[src/pkg/apb_defines.svh]
// constants for the asynchronous peripheral access bridge
`ifndef APB_DEFINES_SVH
`define APB_DEFINES_SVH
`define APB_SYNC_STAGES 2
`define APB_ADDR_W 23
`define APB_DATA_W 8
`define APB_RESET_STAGE 1'b0
`endif

[src/pkg/apb_pkg.sv]
// types for the asynchronous peripheral access bridge
package apb_pkg;
  // processor-side strobes as sampled (active high after inversion)
  typedef struct packed {
    logic as;
    logic uds;
    logic lds;
    logic rd;
  } apb_strobe_t;
  // latch steering toward the data pins
  typedef struct packed {
    logic rd_oe;
    logic wr_oe;
    logic capture;
  } apb_latch_ctl_t;
  typedef enum logic [1:0] {APB_IDLE, APB_SELECT, APB_ACK} apb_state_t;
endpackage

[src/hdl/apb_sync.sv]
// two flip-flop level synchroniser, one per bit
`timescale 1ns/1ps
`default_nettype none
module apb_sync #(
  parameter int W = 1
) (
  input  wire logic         i_ref_clk,
  input  wire logic         i_rst,
  input  wire logic [W-1:0] i_async,
  output logic      [W-1:0] o_sync
);
  logic [W-1:0] meta_q;
  logic [W-1:0] meta_d;
  logic [W-1:0] sync_q;
  logic [W-1:0] sync_d;
  always_comb begin
    meta_d = i_async;
    sync_d = meta_q;
  end
  always_ff @(posedge i_ref_clk) begin
    if (i_rst) begin
      meta_q <= '0;
      sync_q <= '0;
    end else begin
      meta_q <= meta_d;
      sync_q <= sync_d;
    end
  end
  assign o_sync = sync_q;
endmodule
`default_nettype wire

[src/hdl/apb_latch.sv]
// byte latch: captures on a strobe, holds; output always driven, no enable
`timescale 1ns/1ps
`default_nettype none
module apb_latch #(
  parameter int W = 8
) (
  input  wire logic         i_ref_clk,
  input  wire logic         i_rst,
  input  wire logic [W-1:0] i_data,
  input  wire logic         i_capture,
  input  wire logic         i_hold,
  output logic      [W-1:0] o_data
);
  logic [W-1:0] data_q;
  logic [W-1:0] data_d;
  always_comb begin
    // transparent while not holding, frozen once captured
    data_d = data_q;
    if (i_capture || !i_hold) begin
      data_d = i_data;
    end
  end
  always_ff @(posedge i_ref_clk) begin
    if (i_rst) begin
      data_q <= '0;
    end else begin
      data_q <= data_d;
    end
  end
  assign o_data = data_q;
endmodule
`default_nettype wire

[src/hdl/apb_bridge.sv]
// bridge from an asynchronous 16-bit processor bus to an 8-bit e-clocked peripheral
`timescale 1ns/1ps
`default_nettype none
`include "apb_defines.svh"
module apb_bridge import apb_pkg::*; #(
  parameter int AW = `APB_ADDR_W,
  parameter int DW = `APB_DATA_W,
  parameter logic [AW-1:0] BASE = 23'h7F_0000,
  parameter logic [AW-1:0] MASK = 23'h7F_FF00
) (
  // clock and reset
  input  wire logic          i_ref_clk,
  input  wire logic          i_rst,
  // processor bus, active low strobes
  input  wire logic          i_as_n,
  input  wire logic          i_uds_n,
  input  wire logic          i_lds_n,
  input  wire logic          i_rw,
  input  wire logic [AW-1:0] i_addr,
  input  wire logic [DW-1:0] i_cpu_data,
  output logic      [DW-1:0] o_cpu_data,
  output logic               o_cpu_data_oe,
  output logic               o_dtack_n,
  output logic               o_dtack_oe,
  // peripheral side
  input  wire logic          i_e_clk,
  input  wire logic [DW-1:0] i_per_data,
  output logic      [DW-1:0] o_per_data,
  output logic               o_per_data_oe,
  output logic               o_peripheral_chip_select_n
);
  // ****************************************
  // input synchronisers
  // ****************************************
  // all pins are asynchronous to the reference clock, e included
  logic [4:0]  raw_s;
  logic [4:0]  syn_s;
  logic [AW:0] abus_raw;
  logic [AW:0] abus_syn;
  apb_strobe_t stb;
  logic        e_syn;
  logic        e_prev_q;
  logic        e_prev_d;
  logic        e_fall;
  assign raw_s = {~i_as_n, ~i_uds_n, ~i_lds_n, i_rw, i_e_clk};
  assign abus_raw = {i_rw, i_addr};
  apb_sync #(.W(5)) u_sync_ctl (
    .i_ref_clk(i_ref_clk),
    .i_rst    (i_rst),
    .i_async  (raw_s),
    .o_sync   (syn_s)
  );
  // address is stable by the time the synchronised strobes arrive
  apb_sync #(.W(AW + 1)) u_sync_addr (
    .i_ref_clk(i_ref_clk),
    .i_rst    (i_rst),
    .i_async  (abus_raw),
    .o_sync   (abus_syn)
  );
  assign stb = apb_strobe_t'(syn_s[4:1]);
  assign e_syn = syn_s[0];
  assign e_fall = e_prev_q && !e_syn;
  // ****************************************
  // decode
  // ****************************************
  logic peripheral_decode_select;
  logic ds_any;
  assign ds_any = stb.uds || stb.lds;
  // internal select only; the pin is driven by the timed stage
  assign peripheral_decode_select = stb.as && ((abus_syn[AW-1:0] & MASK) == BASE);
  // ****************************************
  // timing stages
  // ****************************************
  apb_state_t     state_q;
  apb_state_t     state_d;
  apb_latch_ctl_t lat_q;
  apb_latch_ctl_t lat_d;
  logic           select_timing_stage;
  logic           ack_timing_stage;
  logic           cs_n_q;
  logic           cs_n_d;
  logic           dtack_oe_q;
  logic           dtack_oe_d;
  logic           read_acc;
  assign read_acc = peripheral_decode_select && abus_syn[AW];
  assign select_timing_stage = (state_q == APB_SELECT);
  assign ack_timing_stage = (state_q == APB_ACK);
  // e edge detect; reset level equals the synchroniser's, so no false fall
  always_comb begin
    e_prev_d = e_syn;
  end
  always_ff @(posedge i_ref_clk) begin
    if (i_rst) begin
      e_prev_q <= 1'b0;
    end else begin
      e_prev_q <= e_prev_d;
    end
  end
  // latch steering follows the decoded direction one cycle late
  always_comb begin
    lat_d = '{rd_oe: 1'b0, wr_oe: 1'b1, capture: 1'b0};
    if (read_acc) begin
      lat_d.rd_oe = 1'b1;
      lat_d.wr_oe = 1'b0;
    end
    // capture on the edge that moves the select stage into acknowledge
    lat_d.capture = select_timing_stage && ds_any && e_fall;
  end
  always_ff @(posedge i_ref_clk) begin
    if (i_rst) begin
      lat_q <= '{rd_oe: 1'b0, wr_oe: 1'b1, capture: 1'b0};
    end else begin
      lat_q <= lat_d;
    end
  end
  always_comb begin
    state_d = state_q;
    unique case (state_q)
      APB_IDLE: begin
        if (peripheral_decode_select && ds_any && e_fall) begin
          state_d = APB_SELECT;
        end
      end
      APB_SELECT: begin
        if (!ds_any) begin
          state_d = APB_IDLE;
        end else if (e_fall) begin
          state_d = APB_ACK;
        end
      end
      APB_ACK: begin
        if (!ds_any) begin
          state_d = APB_IDLE;
        end
      end
      // two state bits leave one code unused; fall back to idle
      default: begin
        state_d = APB_IDLE;
      end
    endcase
  end
  always_ff @(posedge i_ref_clk) begin
    if (i_rst) begin
      state_q <= APB_IDLE;
    end else begin
      state_q <= state_d;
    end
  end
  // pins from their own flops: no decode glitch reaches the peripheral
  always_comb begin
    // chip select only in the select stage; acknowledge drops it at once
    cs_n_d = !(state_d == APB_SELECT);
    dtack_oe_d = (state_d == APB_ACK);
  end
  always_ff @(posedge i_ref_clk) begin
    if (i_rst) begin
      cs_n_q     <= 1'b1;
      dtack_oe_q <= 1'b0;
    end else begin
      cs_n_q     <= cs_n_d;
      dtack_oe_q <= dtack_oe_d;
    end
  end
  // ****************************************
  // data latches
  // ****************************************
  logic [DW-1:0] rd_lat;
  logic [DW-1:0] wr_lat;
  apb_latch #(.W(DW)) read_path_latch (
    .i_ref_clk(i_ref_clk),
    .i_rst    (i_rst),
    .i_data   (i_per_data),
    .i_capture(lat_d.capture),
    .i_hold   (ack_timing_stage),
    .o_data   (rd_lat)
  );
  apb_latch #(.W(DW)) write_path_latch (
    .i_ref_clk(i_ref_clk),
    .i_rst    (i_rst),
    .i_data   (i_cpu_data),
    .i_capture(lat_d.capture),
    .i_hold   (ack_timing_stage),
    .o_data   (wr_lat)
  );
  assign o_cpu_data    = rd_lat;
  assign o_cpu_data_oe = lat_q.rd_oe;
  assign o_per_data    = wr_lat;
  assign o_per_data_oe = lat_q.wr_oe;
  assign o_peripheral_chip_select_n = cs_n_q;
  // open drain: only ever pulls low
  assign o_dtack_n  = 1'b0;
  assign o_dtack_oe = dtack_oe_q;
  // ****************************************
  // checks
  // ****************************************
  idle_release_a: assert property (@(posedge i_ref_clk) disable iff (i_rst)
    (state_q == APB_IDLE) |=> !o_dtack_oe || state_q != APB_IDLE)
    else $error("acknowledge driven while idle");
  read_steer_a: assert property (@(posedge i_ref_clk) disable iff (i_rst)
    read_acc |=> o_cpu_data_oe && !o_per_data_oe)
    else $error("read latch steering wrong");
  cs_exclusive_a: assert property (@(posedge i_ref_clk) disable iff (i_rst)
    !(o_dtack_oe && !o_peripheral_chip_select_n))
    else $error("chip select with acknowledge");
  sel_on_edge_a: assert property (@(posedge i_ref_clk) disable iff (i_rst)
    $rose(select_timing_stage) |-> $past(e_fall))
    else $error("select stage set off edge");
  ack_on_edge_a: assert property (@(posedge i_ref_clk) disable iff (i_rst)
    $rose(o_dtack_oe) |-> $past(e_fall) && $past(select_timing_stage))
    else $error("ack not on next fall");
  cs_follows_a: assert property (@(posedge i_ref_clk) disable iff (i_rst)
    select_timing_stage |=> !o_peripheral_chip_select_n || !select_timing_stage)
    else $error("chip select not timed");
  ds_clear_a: assert property (@(posedge i_ref_clk) disable iff (i_rst)
    (state_q != APB_IDLE && !ds_any) |=> state_q == APB_IDLE ##1 !o_dtack_oe)
    else $error("strobe negation did not clear");
  reset_idle_a: assert property (@(posedge i_ref_clk)
    i_rst |=> o_peripheral_chip_select_n && !o_dtack_oe)
    else $error("reset did not release");
  write_steer_a: assert property (@(posedge i_ref_clk) disable iff (i_rst)
    (peripheral_decode_select && !abus_syn[AW]) |=> o_per_data_oe && !o_cpu_data_oe)
    else $error("write latch steering wrong");
  idle_steer_a: assert property (@(posedge i_ref_clk) disable iff (i_rst)
    !peripheral_decode_select |=> o_per_data_oe && !o_cpu_data_oe)
    else $error("idle latch steering wrong");
  cs_decoded_a: assert property (@(posedge i_ref_clk) disable iff (i_rst)
    $fell(o_peripheral_chip_select_n) |-> $past(peripheral_decode_select && ds_any && e_fall))
    else $error("chip select without decode");
  ack_held_a: assert property (@(posedge i_ref_clk) disable iff (i_rst)
    (o_dtack_oe && ds_any) |=> o_dtack_oe)
    else $error("acknowledge dropped early");
  cs_drop_a: assert property (@(posedge i_ref_clk) disable iff (i_rst)
    $rose(o_dtack_oe) |-> o_peripheral_chip_select_n && !$past(o_peripheral_chip_select_n))
    else $error("chip select not dropped by ack");
  ack_access_a: assert property (@(posedge i_ref_clk) disable iff (i_rst)
    o_dtack_oe |-> $past(ds_any))
    else $error("acknowledge outside an access");
  no_skip_a: assert property (@(posedge i_ref_clk) disable iff (i_rst)
    (state_q == APB_IDLE) |=> state_q != APB_ACK)
    else $error("select stage skipped");
  abandon_a: assert property (@(posedge i_ref_clk) disable iff (i_rst)
    (select_timing_stage && !ds_any) |=> o_peripheral_chip_select_n && !o_dtack_oe)
    else $error("abandoned access not cleared");
  edge_only_a: assert property (@(posedge i_ref_clk) disable iff (i_rst)
    (state_d != state_q && state_d != APB_IDLE) |-> e_fall)
    else $error("stage advanced off an e fall");
  capture_edge_a: assert property (@(posedge i_ref_clk) disable iff (i_rst)
    lat_d.capture |=> o_dtack_oe)
    else $error("capture without acknowledge");
  reset_steer_a: assert property (@(posedge i_ref_clk)
    i_rst |=> o_per_data_oe && !o_cpu_data_oe)
    else $error("reset latch steering wrong");
  reset_stage_a: assert property (@(posedge i_ref_clk)
    i_rst |=> !select_timing_stage && !ack_timing_stage)
    else $error("reset left a stage set");
  // ****************************************
  // data path checks
  // ****************************************
  data_frozen_a: assert property (@(posedge i_ref_clk) disable iff (i_rst)
    (o_dtack_oe && $past(o_dtack_oe)) |-> $stable(o_cpu_data) && $stable(o_per_data))
    else $error("latched data moved during ack");
  capture_value_a: assert property (@(posedge i_ref_clk) disable iff (i_rst)
    $rose(o_dtack_oe) |-> o_cpu_data == $past(i_per_data) && o_per_data == $past(i_cpu_data))
    else $error("wrong data captured");
  rd_transparent_a: assert property (@(posedge i_ref_clk) disable iff (i_rst)
    (state_q == APB_IDLE) |=> o_cpu_data == $past(i_per_data))
    else $error("read latch not transparent");
  wr_transparent_a: assert property (@(posedge i_ref_clk) disable iff (i_rst)
    (state_q == APB_IDLE) |=> o_per_data == $past(i_cpu_data))
    else $error("write latch not transparent");
  // ****************************************
  // cover points
  // ****************************************
  ack_cover: cover property (@(posedge i_ref_clk) disable iff (i_rst) $rose(o_dtack_oe));
  read_cover: cover property (@(posedge i_ref_clk) disable iff (i_rst) o_dtack_oe && o_cpu_data_oe);
  write_cover: cover property (@(posedge i_ref_clk) disable iff (i_rst) o_dtack_oe && o_per_data_oe);
  abandon_cover: cover property (@(posedge i_ref_clk) disable iff (i_rst) select_timing_stage && !ds_any);
  miss_cover: cover property (@(posedge i_ref_clk) disable iff (i_rst) stb.as && ds_any && !peripheral_decode_select);
endmodule
`default_nettype wire

[config.mk]
export PLATFORM = sky130hd
export DESIGN_NAME = apb_bridge
export DESIGN_NICKNAME = d
export VERILOG_FILES = /design/src/pkg/apb_pkg.sv /design/src/hdl/apb_sync.sv /design/src/hdl/apb_latch.sv /design/src/hdl/apb_bridge.sv
export VERILOG_INCLUDE_DIRS = /design/src /design/src/pkg
export SDC_FILE = /design/constraint.sdc
export NUM_CORES = 1
export LEC_CHECK = 0
export BUFFER_PORTS_ARGS = -buffer_cell sky130_fd_sc_hd__buf_2
export CORE_ASPECT_RATIO = 1.5
export CORE_MARGIN = 2
export CORE_UTILIZATION = 28
export CTS_BUF_LIST = sky130_fd_sc_hd__clkbuf_4 sky130_fd_sc_hd__clkbuf_8
export DETAILED_ROUTE_END_ITERATION = 8
export HOLD_SLACK_MARGIN = 0.1
export SKIP_CTS_REPAIR_TIMING = 1
export SYNTH_ARGS = -nofsm -noshare
export SYNTH_HDL_FRONTEND = slang
export SYNTH_SLANG_ARGS = --single-unit
[constraint.sdc]
create_clock -name i_ref_clk -period 1.3 [get_ports i_ref_clk]
set_clock_uncertainty 0.1 [all_clocks]
set_input_delay 0.13 -clock i_ref_clk [delete_from_list [all_inputs] [get_ports i_ref_clk]]
set_output_delay 0.13 -clock i_ref_clk [all_outputs]
set_load 0.02 [all_outputs]
==> run summary, run 1 <==
outcome: finished with violations
violations in the final reports: negative setup slack
Cell Count, Final, Fillers Out: 362
most area-consuming cells after synthesis: sky130_fd_sc_hd__dfxtp_1 (65%), sky130_fd_sc_hd__nor2b_1 (13%), sky130_fd_sc_hd__nand2_1 (6.2%)
worst endpoint data arrival time: 1.66 ns
wire length of the first global-routing pass: 5.58 mm
TritonCTS clock tree: yes
Area after DPL: 0.00231 sq mm
Ys Warns: 0
Initial Utilization: 0.285
first-iteration detailed-routing DRC count: 64
share of synthesized registers carrying an async set or reset: 0
Tcrit/Tclk final: 1.15
Area Growth Syn to Fin: 49.8%
Data required, critical path: 1.48 ns
EDFF count, synth: 0
gr usage total: 0.0993
synthesized net count: 228
CTS buffer count: 9
number of H-tree levels: 3
Clock Tree Root: sky130_fd_sc_hd__clkbuf_8
Post-synth top flop: sky130_fd_sc_hd__dfxtp_1
share of cells above drive strength 1: 0.289
Crit. End Element: flop
ratio of routed vias to standard cells: 4.07
count of endpoints failing setup in the final report: 4
CP Cell Sequence: or4_4 > nor4_4 > and3b_1
weighted congestion reported at the end of routability-driven placement: 0.667
Clk pin slew, worst setup/hold paths: 0.07 ns
Max transition margin: 0.626
Post-Syn Instances: 182
biggest cell delay along the critical path: 0.54 ns
area enclosed by the die boundary: 0.00757 sq mm
Core Region: 0.00676 sq mm
Crit Reg-Reg Startpoint: u_sync_addr.o_sync[9]$_SDFF_PP0_
Layout Cell Area excl Fill: 0.00288 sq mm
reg2reg end: o_cpu_data_oe$_SDFF_PP0_
DRC violation count after routing: 0
flop and latch count out of synthesis: 63
Post-layout nets: 325
reg2reg path depth: 3
Max Transition Viols Final: 0
remaining global-route overflow: 0
leading cell type by number of instances after synthesis: sky130_fd_sc_hd__dfxtp_1
Worst Hold Launch: i_rst
Die Height: 106 um
placed insts: 310
number of maximum-capacitance violations: 0
post-layout minimum cycle time: 1.49 ns
startpoint type of the worst setup path: flop
Crit Path Class: reg -> reg
RSZ-0062 raised after global routing: yes
vias in the first global route: 1327
maximum clock insertion buffer count: 2
count of unique library cells instantiated by Yosys: 20
standard cell with the maximum stage delay on the critical path: sky130_fd_sc_hd__or4_4
class of the worst hold path: in -> reg
HPWL after detailed placement: 2.30 mm
FILL cells: 656
proportion of netlist area held by the largest area contributor: 0.655
number of nets still failing antenna checks after routing: 0
total count of hold-check failures in the final report: 0
Clock Latency Late Sink: 0.33 ns
Diodes inserted: 0
most instantiated cells after synthesis: sky130_fd_sc_hd__dfxtp_1 (63), sky130_fd_sc_hd__nor2b_1 (40), sky130_fd_sc_hd__nand2_1 (32), sky130_fd_sc_hd__a21oi_1 (19), sky130_fd_sc_hd__clkbuf_1 (8)
cell type with the highest aggregate area in the netlist: sky130_fd_sc_hd__dfxtp_1
Worst Setup Slack, final: -0.189 ns
maximum number of pins on one net before global-route repair: 60
worst-case vdd ir drop: 739 uV
antenna violations before repair: 0
I/O pins: 67
number of detailed-route iterations in the first pass: 4
width of the die: 71.7 um
sequential-to-total area share from yosys stat: 0.655
worst setup slack before clock tree synthesis: -0.170 ns
overall routed net length: 3.77 mm
Row Count: 37
Max Clock Freq: 672 MHz
minimum hold slack: 0.156 ns
Worst Hold Endpoint: state_q[1]$_SDFF_PP0_
input/output buffers: 57
largest fanout on the critical path: 4
Post-Syn Area: 0.00193 sq mm
cell area power density: 1440 mW/mm^2
Mapped Avg Cell Area: 10.6 sq um
Register-to-Register Setup Slack: -0.19 ns
Worst-Margin Slew: 0.562 ns
WHS Path Cells: 4
DR vias: 1474
average routed wire per standard cell: 10.4 um
# clock sinks: 63
Pleak: 1.29 nW
worst max path at each step:
| stage | start | endpoint | depth (start not counted) |
|---|---|---|---|
| after floorplan | u_sync_addr.o_sync[10]$_SDFF_PP0_ | o_cpu_data_oe$_SDFF_PP0_ | 3 |
| after global placement | u_sync_addr.o_sync[10]$_SDFF_PP0_ | o_cpu_data_oe$_SDFF_PP0_ | 3 |
| after detailed placement | u_sync_addr.o_sync[10]$_SDFF_PP0_ | o_cpu_data_oe$_SDFF_PP0_ | 3 |
| after CTS | u_sync_addr.o_sync[10]$_SDFF_PP0_ | o_cpu_data_oe$_SDFF_PP0_ | 3 |
| after global routing | u_sync_addr.o_sync[9]$_SDFF_PP0_ | o_cpu_data_oe$_SDFF_PP0_ | 3 |
| final | u_sync_addr.o_sync[9]$_SDFF_PP0_ | o_cpu_data_oe$_SDFF_PP0_ | 3 |
flip-flops by register name, summed over array words and instances, names as in the netlist:
signal and flops:
u_sync_addr.meta_q 15, u_sync_addr.o_sync 15, read_path_latch.o_data 8, write_path_latch.o_data 8, u_sync_ctl.meta_q 5, u_sync_ctl.o_sync 5, state_q 2, e_prev_q 1
o_cpu_data_oe 1, o_dtack_oe 1, o_per_data_oe 1, o_peripheral_chip_select_n 1
metrics by stage:
step / utilization / power (mW) / TNS (ns)
floorplan: - / 2.22 / -0.332
global placement: 0.341 / 2.31 / -0.532
detailed placement: 0.341 / 2.32 / -0.611
CTS: 0.373 / 4.14 / -0.660
global route: 0.427 / 4.35 / -0.970
finish: 0.427 / 4.16 / -0.674
per-layer routing:
layer	share of wire	vias up	GRT usage	routed length, um
li1	-	770	-	-
met1	0.37	674	0.0854	1400
met2	0.57	24	0.181	2160
met3	0.036	6	0.0296	134
met4	0.019	0	0.0809	73
met5	0	-	0	0
layout make-up:
| type | instances | area, sq um | share of cell area |
|---|---|---|---|
| Sequential cell | 63 | 1260 | 0.437 |
| Timing Repair Buffer | 97 | 688 | 0.239 |
| Multi-Input combinational cell | 108 | 621 | 0.215 |
| Clock buffer | 10 | 131 | 0.0456 |
| Tap cell | 78 | 97.6 | 0.0338 |
| Clock inverter | 6 | 85.1 | 0.0295 |
kinds of logic after synthesis:
group	share of synthesized area
other	0.00195
and+or+nand+nor	0.261
DFF	0.655
buffers and inverters	0.0247
AOI/OAI and AO/OA	0.0572
power by group:
group	leakage [nW]	switching [mW]	internal (mW)
registers	0.521	0.0261	2.02
clock network	0.106	0.710	1.09
logic	0.666	0.132	0.181
total	1.29	0.869	3.29
layout by cell type, fill, tap and decap left out:
master,netlist,final
sky130_fd_sc_hd__nor2_1,3,3
sky130_fd_sc_hd__dfxtp_1,63,63
sky130_fd_sc_hd__nand2b_1,1,1
sky130_fd_sc_hd__dlygate4sd3_1,0,36
sky130_fd_sc_hd__buf_4,1,3
sky130_fd_sc_hd__clkinvlp_4,0,2
sky130_fd_sc_hd__and3b_1,1,1
sky130_fd_sc_hd__a21o_1,1,1
sky130_fd_sc_hd__buf_2,2,57
sky130_fd_sc_hd__nand4_4,1,1
sky130_fd_sc_hd__nor4_4,1,1
sky130_fd_sc_hd__clkbuf_8,0,9
sky130_fd_sc_hd__buf_12,0,1
sky130_fd_sc_hd__or4_4,1,2
sky130_fd_sc_hd__nor4b_1,2,2
sky130_fd_sc_hd__a21oi_1,19,19
sky130_fd_sc_hd__nand4_2,1,1
sky130_fd_sc_hd__nand3b_1,2,2
sky130_fd_sc_hd__nand2_1,32,32
sky130_fd_sc_hd__conb_1,1,1
sky130_fd_sc_hd__o21bai_1,1,1
sky130_fd_sc_hd__nor2b_1,40,40
sky130_fd_sc_hd__bufinv_16,0,2
sky130_fd_sc_hd__clkbuf_4,0,1
sky130_fd_sc_hd__clkinv_2,0,2
worst max-delay path: cells and delay by family, from the launching register on:
kind	cells	cell delay [ns]
flip-flops	1	0.30
AND/OR/NAND/NOR	3	1.04
No activity file was read; power rests on OpenSTA's default activity.
==> run 2: changes to the inputs <==
clock period = 1.9 ns   (was 1.3 ns; I/O delays follow)
==> run 2 against run 1 <==
The run now ends clean. Cell count down 0.28%. Largest power group unchanged. Highest routed layer unchanged. Clock power down 37%. Worst setup slack better by 0.61 ns. Worst hold slack worse by 0.016 ns. Count of clock-buffer cells in the layout unchanged. Die area unchanged.
==> run summary, run 2 (synthesis results as in run 1) <==
cell area power density: 964 mW/mm^2 (was 1440 mW/mm^2)
width of the die: 71.7 um (unchanged)
total count of hold-check failures in the final report: 0 (unchanged)
Diodes inserted: 0 (unchanged)
input/output buffers: 57 (unchanged)
minimum hold slack: 0.140 ns (was 0.156 ns)
CTS buffer count: 9 (unchanged)
number of maximum-capacitance violations: 0 (unchanged)
leading cell types in the layout, fill and taps excluded: sky130_fd_sc_hd__dfxtp_1 (63), sky130_fd_sc_hd__buf_2 (57), sky130_fd_sc_hd__nor2b_1 (40) (unchanged)
HPWL after detailed placement: 2.19 mm (was 2.30 mm)
sum of negative setup slack: 0 ns (was -0.674 ns)
Area Growth Syn to Fin: 48.0% (was 49.8%)
area enclosed by the die boundary: 0.00757 sq mm (unchanged)
Tcrit/Tclk final: 0.780 (was 1.15)
Crit. End Element: flop (unchanged)
timing startpoint of the critical path: u_sync_addr.o_sync[9]$_SDFF_PP0_ (unchanged)
antenna violations before repair: 0 (unchanged)
sum of internal, switching and leakage power: 2.75 mW (was 4.16 mW)
gr usage total: 0.0916 (was 0.0993)
largest fanout on the critical path: 4 (unchanged)
DR vias: 1470 (was 1474)
Initial Utilization: 0.285 (unchanged)
number of H-tree levels: 3 (unchanged)
first-iteration detailed-routing DRC count: 97 (was 64)
wire length of the first global-routing pass: 5.21 mm (was 5.58 mm)
Worst Hold Launch: i_rst (unchanged)
Post-layout nets: 324 (was 325)
ratio of routed vias to standard cells: 4.07 (about the same)
vias in the first global route: 1190 (was 1327)
Worst-Margin Slew: 0.558 ns (was 0.562 ns)
number of nets still failing antenna checks after routing: 0 (unchanged)
number of detailed-route iterations in the first pass: 4 (unchanged)
Crit Reg-Reg Startpoint: u_sync_addr.o_sync[9]$_SDFF_PP0_ (unchanged)
Max Transition Viols Final: 0 (unchanged)
Pleak: 1.28 nW (was 1.29 nW)
RSZ-0062 raised after global routing: no (was yes)
Die Height: 106 um (unchanged)
TritonCTS clock tree: yes (unchanged)
I/O pins: 67 (unchanged)
overall routed net length: 3.61 mm (was 3.77 mm)
startpoint type of the worst setup path: flop (unchanged)
Clock Tree Root: sky130_fd_sc_hd__clkbuf_8 (unchanged)
class of the worst hold path: in -> reg (unchanged)
weighted congestion reported at the end of routability-driven placement: 0.638 (was 0.667)
standard cell with the maximum stage delay on the critical path: sky130_fd_sc_hd__or4_4 (unchanged)
maximum clock insertion buffer count: 2 (unchanged)
outcome: finished, final reports clean (was finished with violations)
Crit Path Class: reg -> reg (unchanged)
average routed wire per standard cell: 10.0 um (was 10.4 um)
share of cells above drive strength 1: 0.283 (was 0.289)
Max transition margin: 0.628 (was 0.626)
DRC violation count after routing: 0 (unchanged)
remaining global-route overflow: 0 (unchanged)
CP Cell Sequence: or4_4 > nor4_4 > and3b_1 (unchanged)
worst endpoint data arrival time: 1.65 ns (was 1.66 ns)
leading cell type in the layout, fill and taps excluded: sky130_fd_sc_hd__dfxtp_1 (unchanged)
biggest cell delay along the critical path: 0.53 ns (was 0.54 ns)
Data required, critical path: 2.07 ns (was 1.48 ns)
Core Region: 0.00676 sq mm (unchanged)
Max Clock Freq: 674 MHz (was 672 MHz)
maximum number of pins on one net before global-route repair: 60 (unchanged)
# clock sinks: 63 (unchanged)
worst-case vdd ir drop: 468 uV (was 739 uV)
post-layout minimum cycle time: 1.48 ns (was 1.49 ns)
Clock Latency Late Sink: 0.33 ns (about the same)
Row Count: 37 (unchanged)
count of endpoints failing setup in the final report: 0 (was 4)
Clk pin slew, worst setup/hold paths: 0.07 ns (about the same)
==> run 2: path summary, 6_finish.rpt <==
kind,end,slack (ns),cells after the start
worst max-delay path,o_cpu_data_oe$_SDFF_PP0_,0.42,3
worst min-delay path,o_dtack_oe$_SDFF_PP0_,0.14,3
worst max register to register,o_cpu_data_oe$_SDFF_PP0_,0.42,3
worst min register to register,o_per_data_oe$_SDFF_PP1_,0.31,1
==> run 2: power breakdown <==
group | internal (mW) | switching (mW) | total, mW
clock network | 0.645 | 0.494 | 1.14
logic | 0.121 | 0.0896 | 0.211
registers | 1.38 | 0.0175 | 1.40
==> run 2: cell type report <==
| class | instances | area (sq um) |
|---|---|---|
| Timing Repair Buffer | 96 | 668 |
| Sequential cell | 63 | 1260 |
| Clock buffer | 10 | 138 |
| Fill cell | 682 | 3910 |
| Multi-Input combinational cell | 108 | 617 |
| Tap cell | 78 | 97.6 |
| Clock inverter | 6 | 67.6 |
==> run 2: metal layers <==
metal  routed length (um)  vias to the layer above  share of wire  track usage
met5                    0                        -              0            0
met4                   84                        0          0.023       0.0728
met3                  148                        6          0.041       0.0344
met2                 1920                       33           0.53        0.147
met1                 1460                      661           0.40       0.0931
li1                     -                      770              -            -
==> run 2: through the flow <==
stage               utilization  setup slack (ns)  cells  cell area [sq um]
finish                    0.422             0.417    361               2850
global placement          0.338             0.434    309               2280
CTS                       0.368             0.416    325               2490
detailed placement        0.338             0.439    309               2280
global route              0.422             0.358    361               2850
floorplan                     -             0.496    182               1930
==> run 2: critical path, delay by kind of cell, from the launching register on <==
| kind | cells | cell delay, ns |
|---|---|---|
| and+or+nand+nor | 3 | 1.02 |
| DFF | 1 | 0.30 |
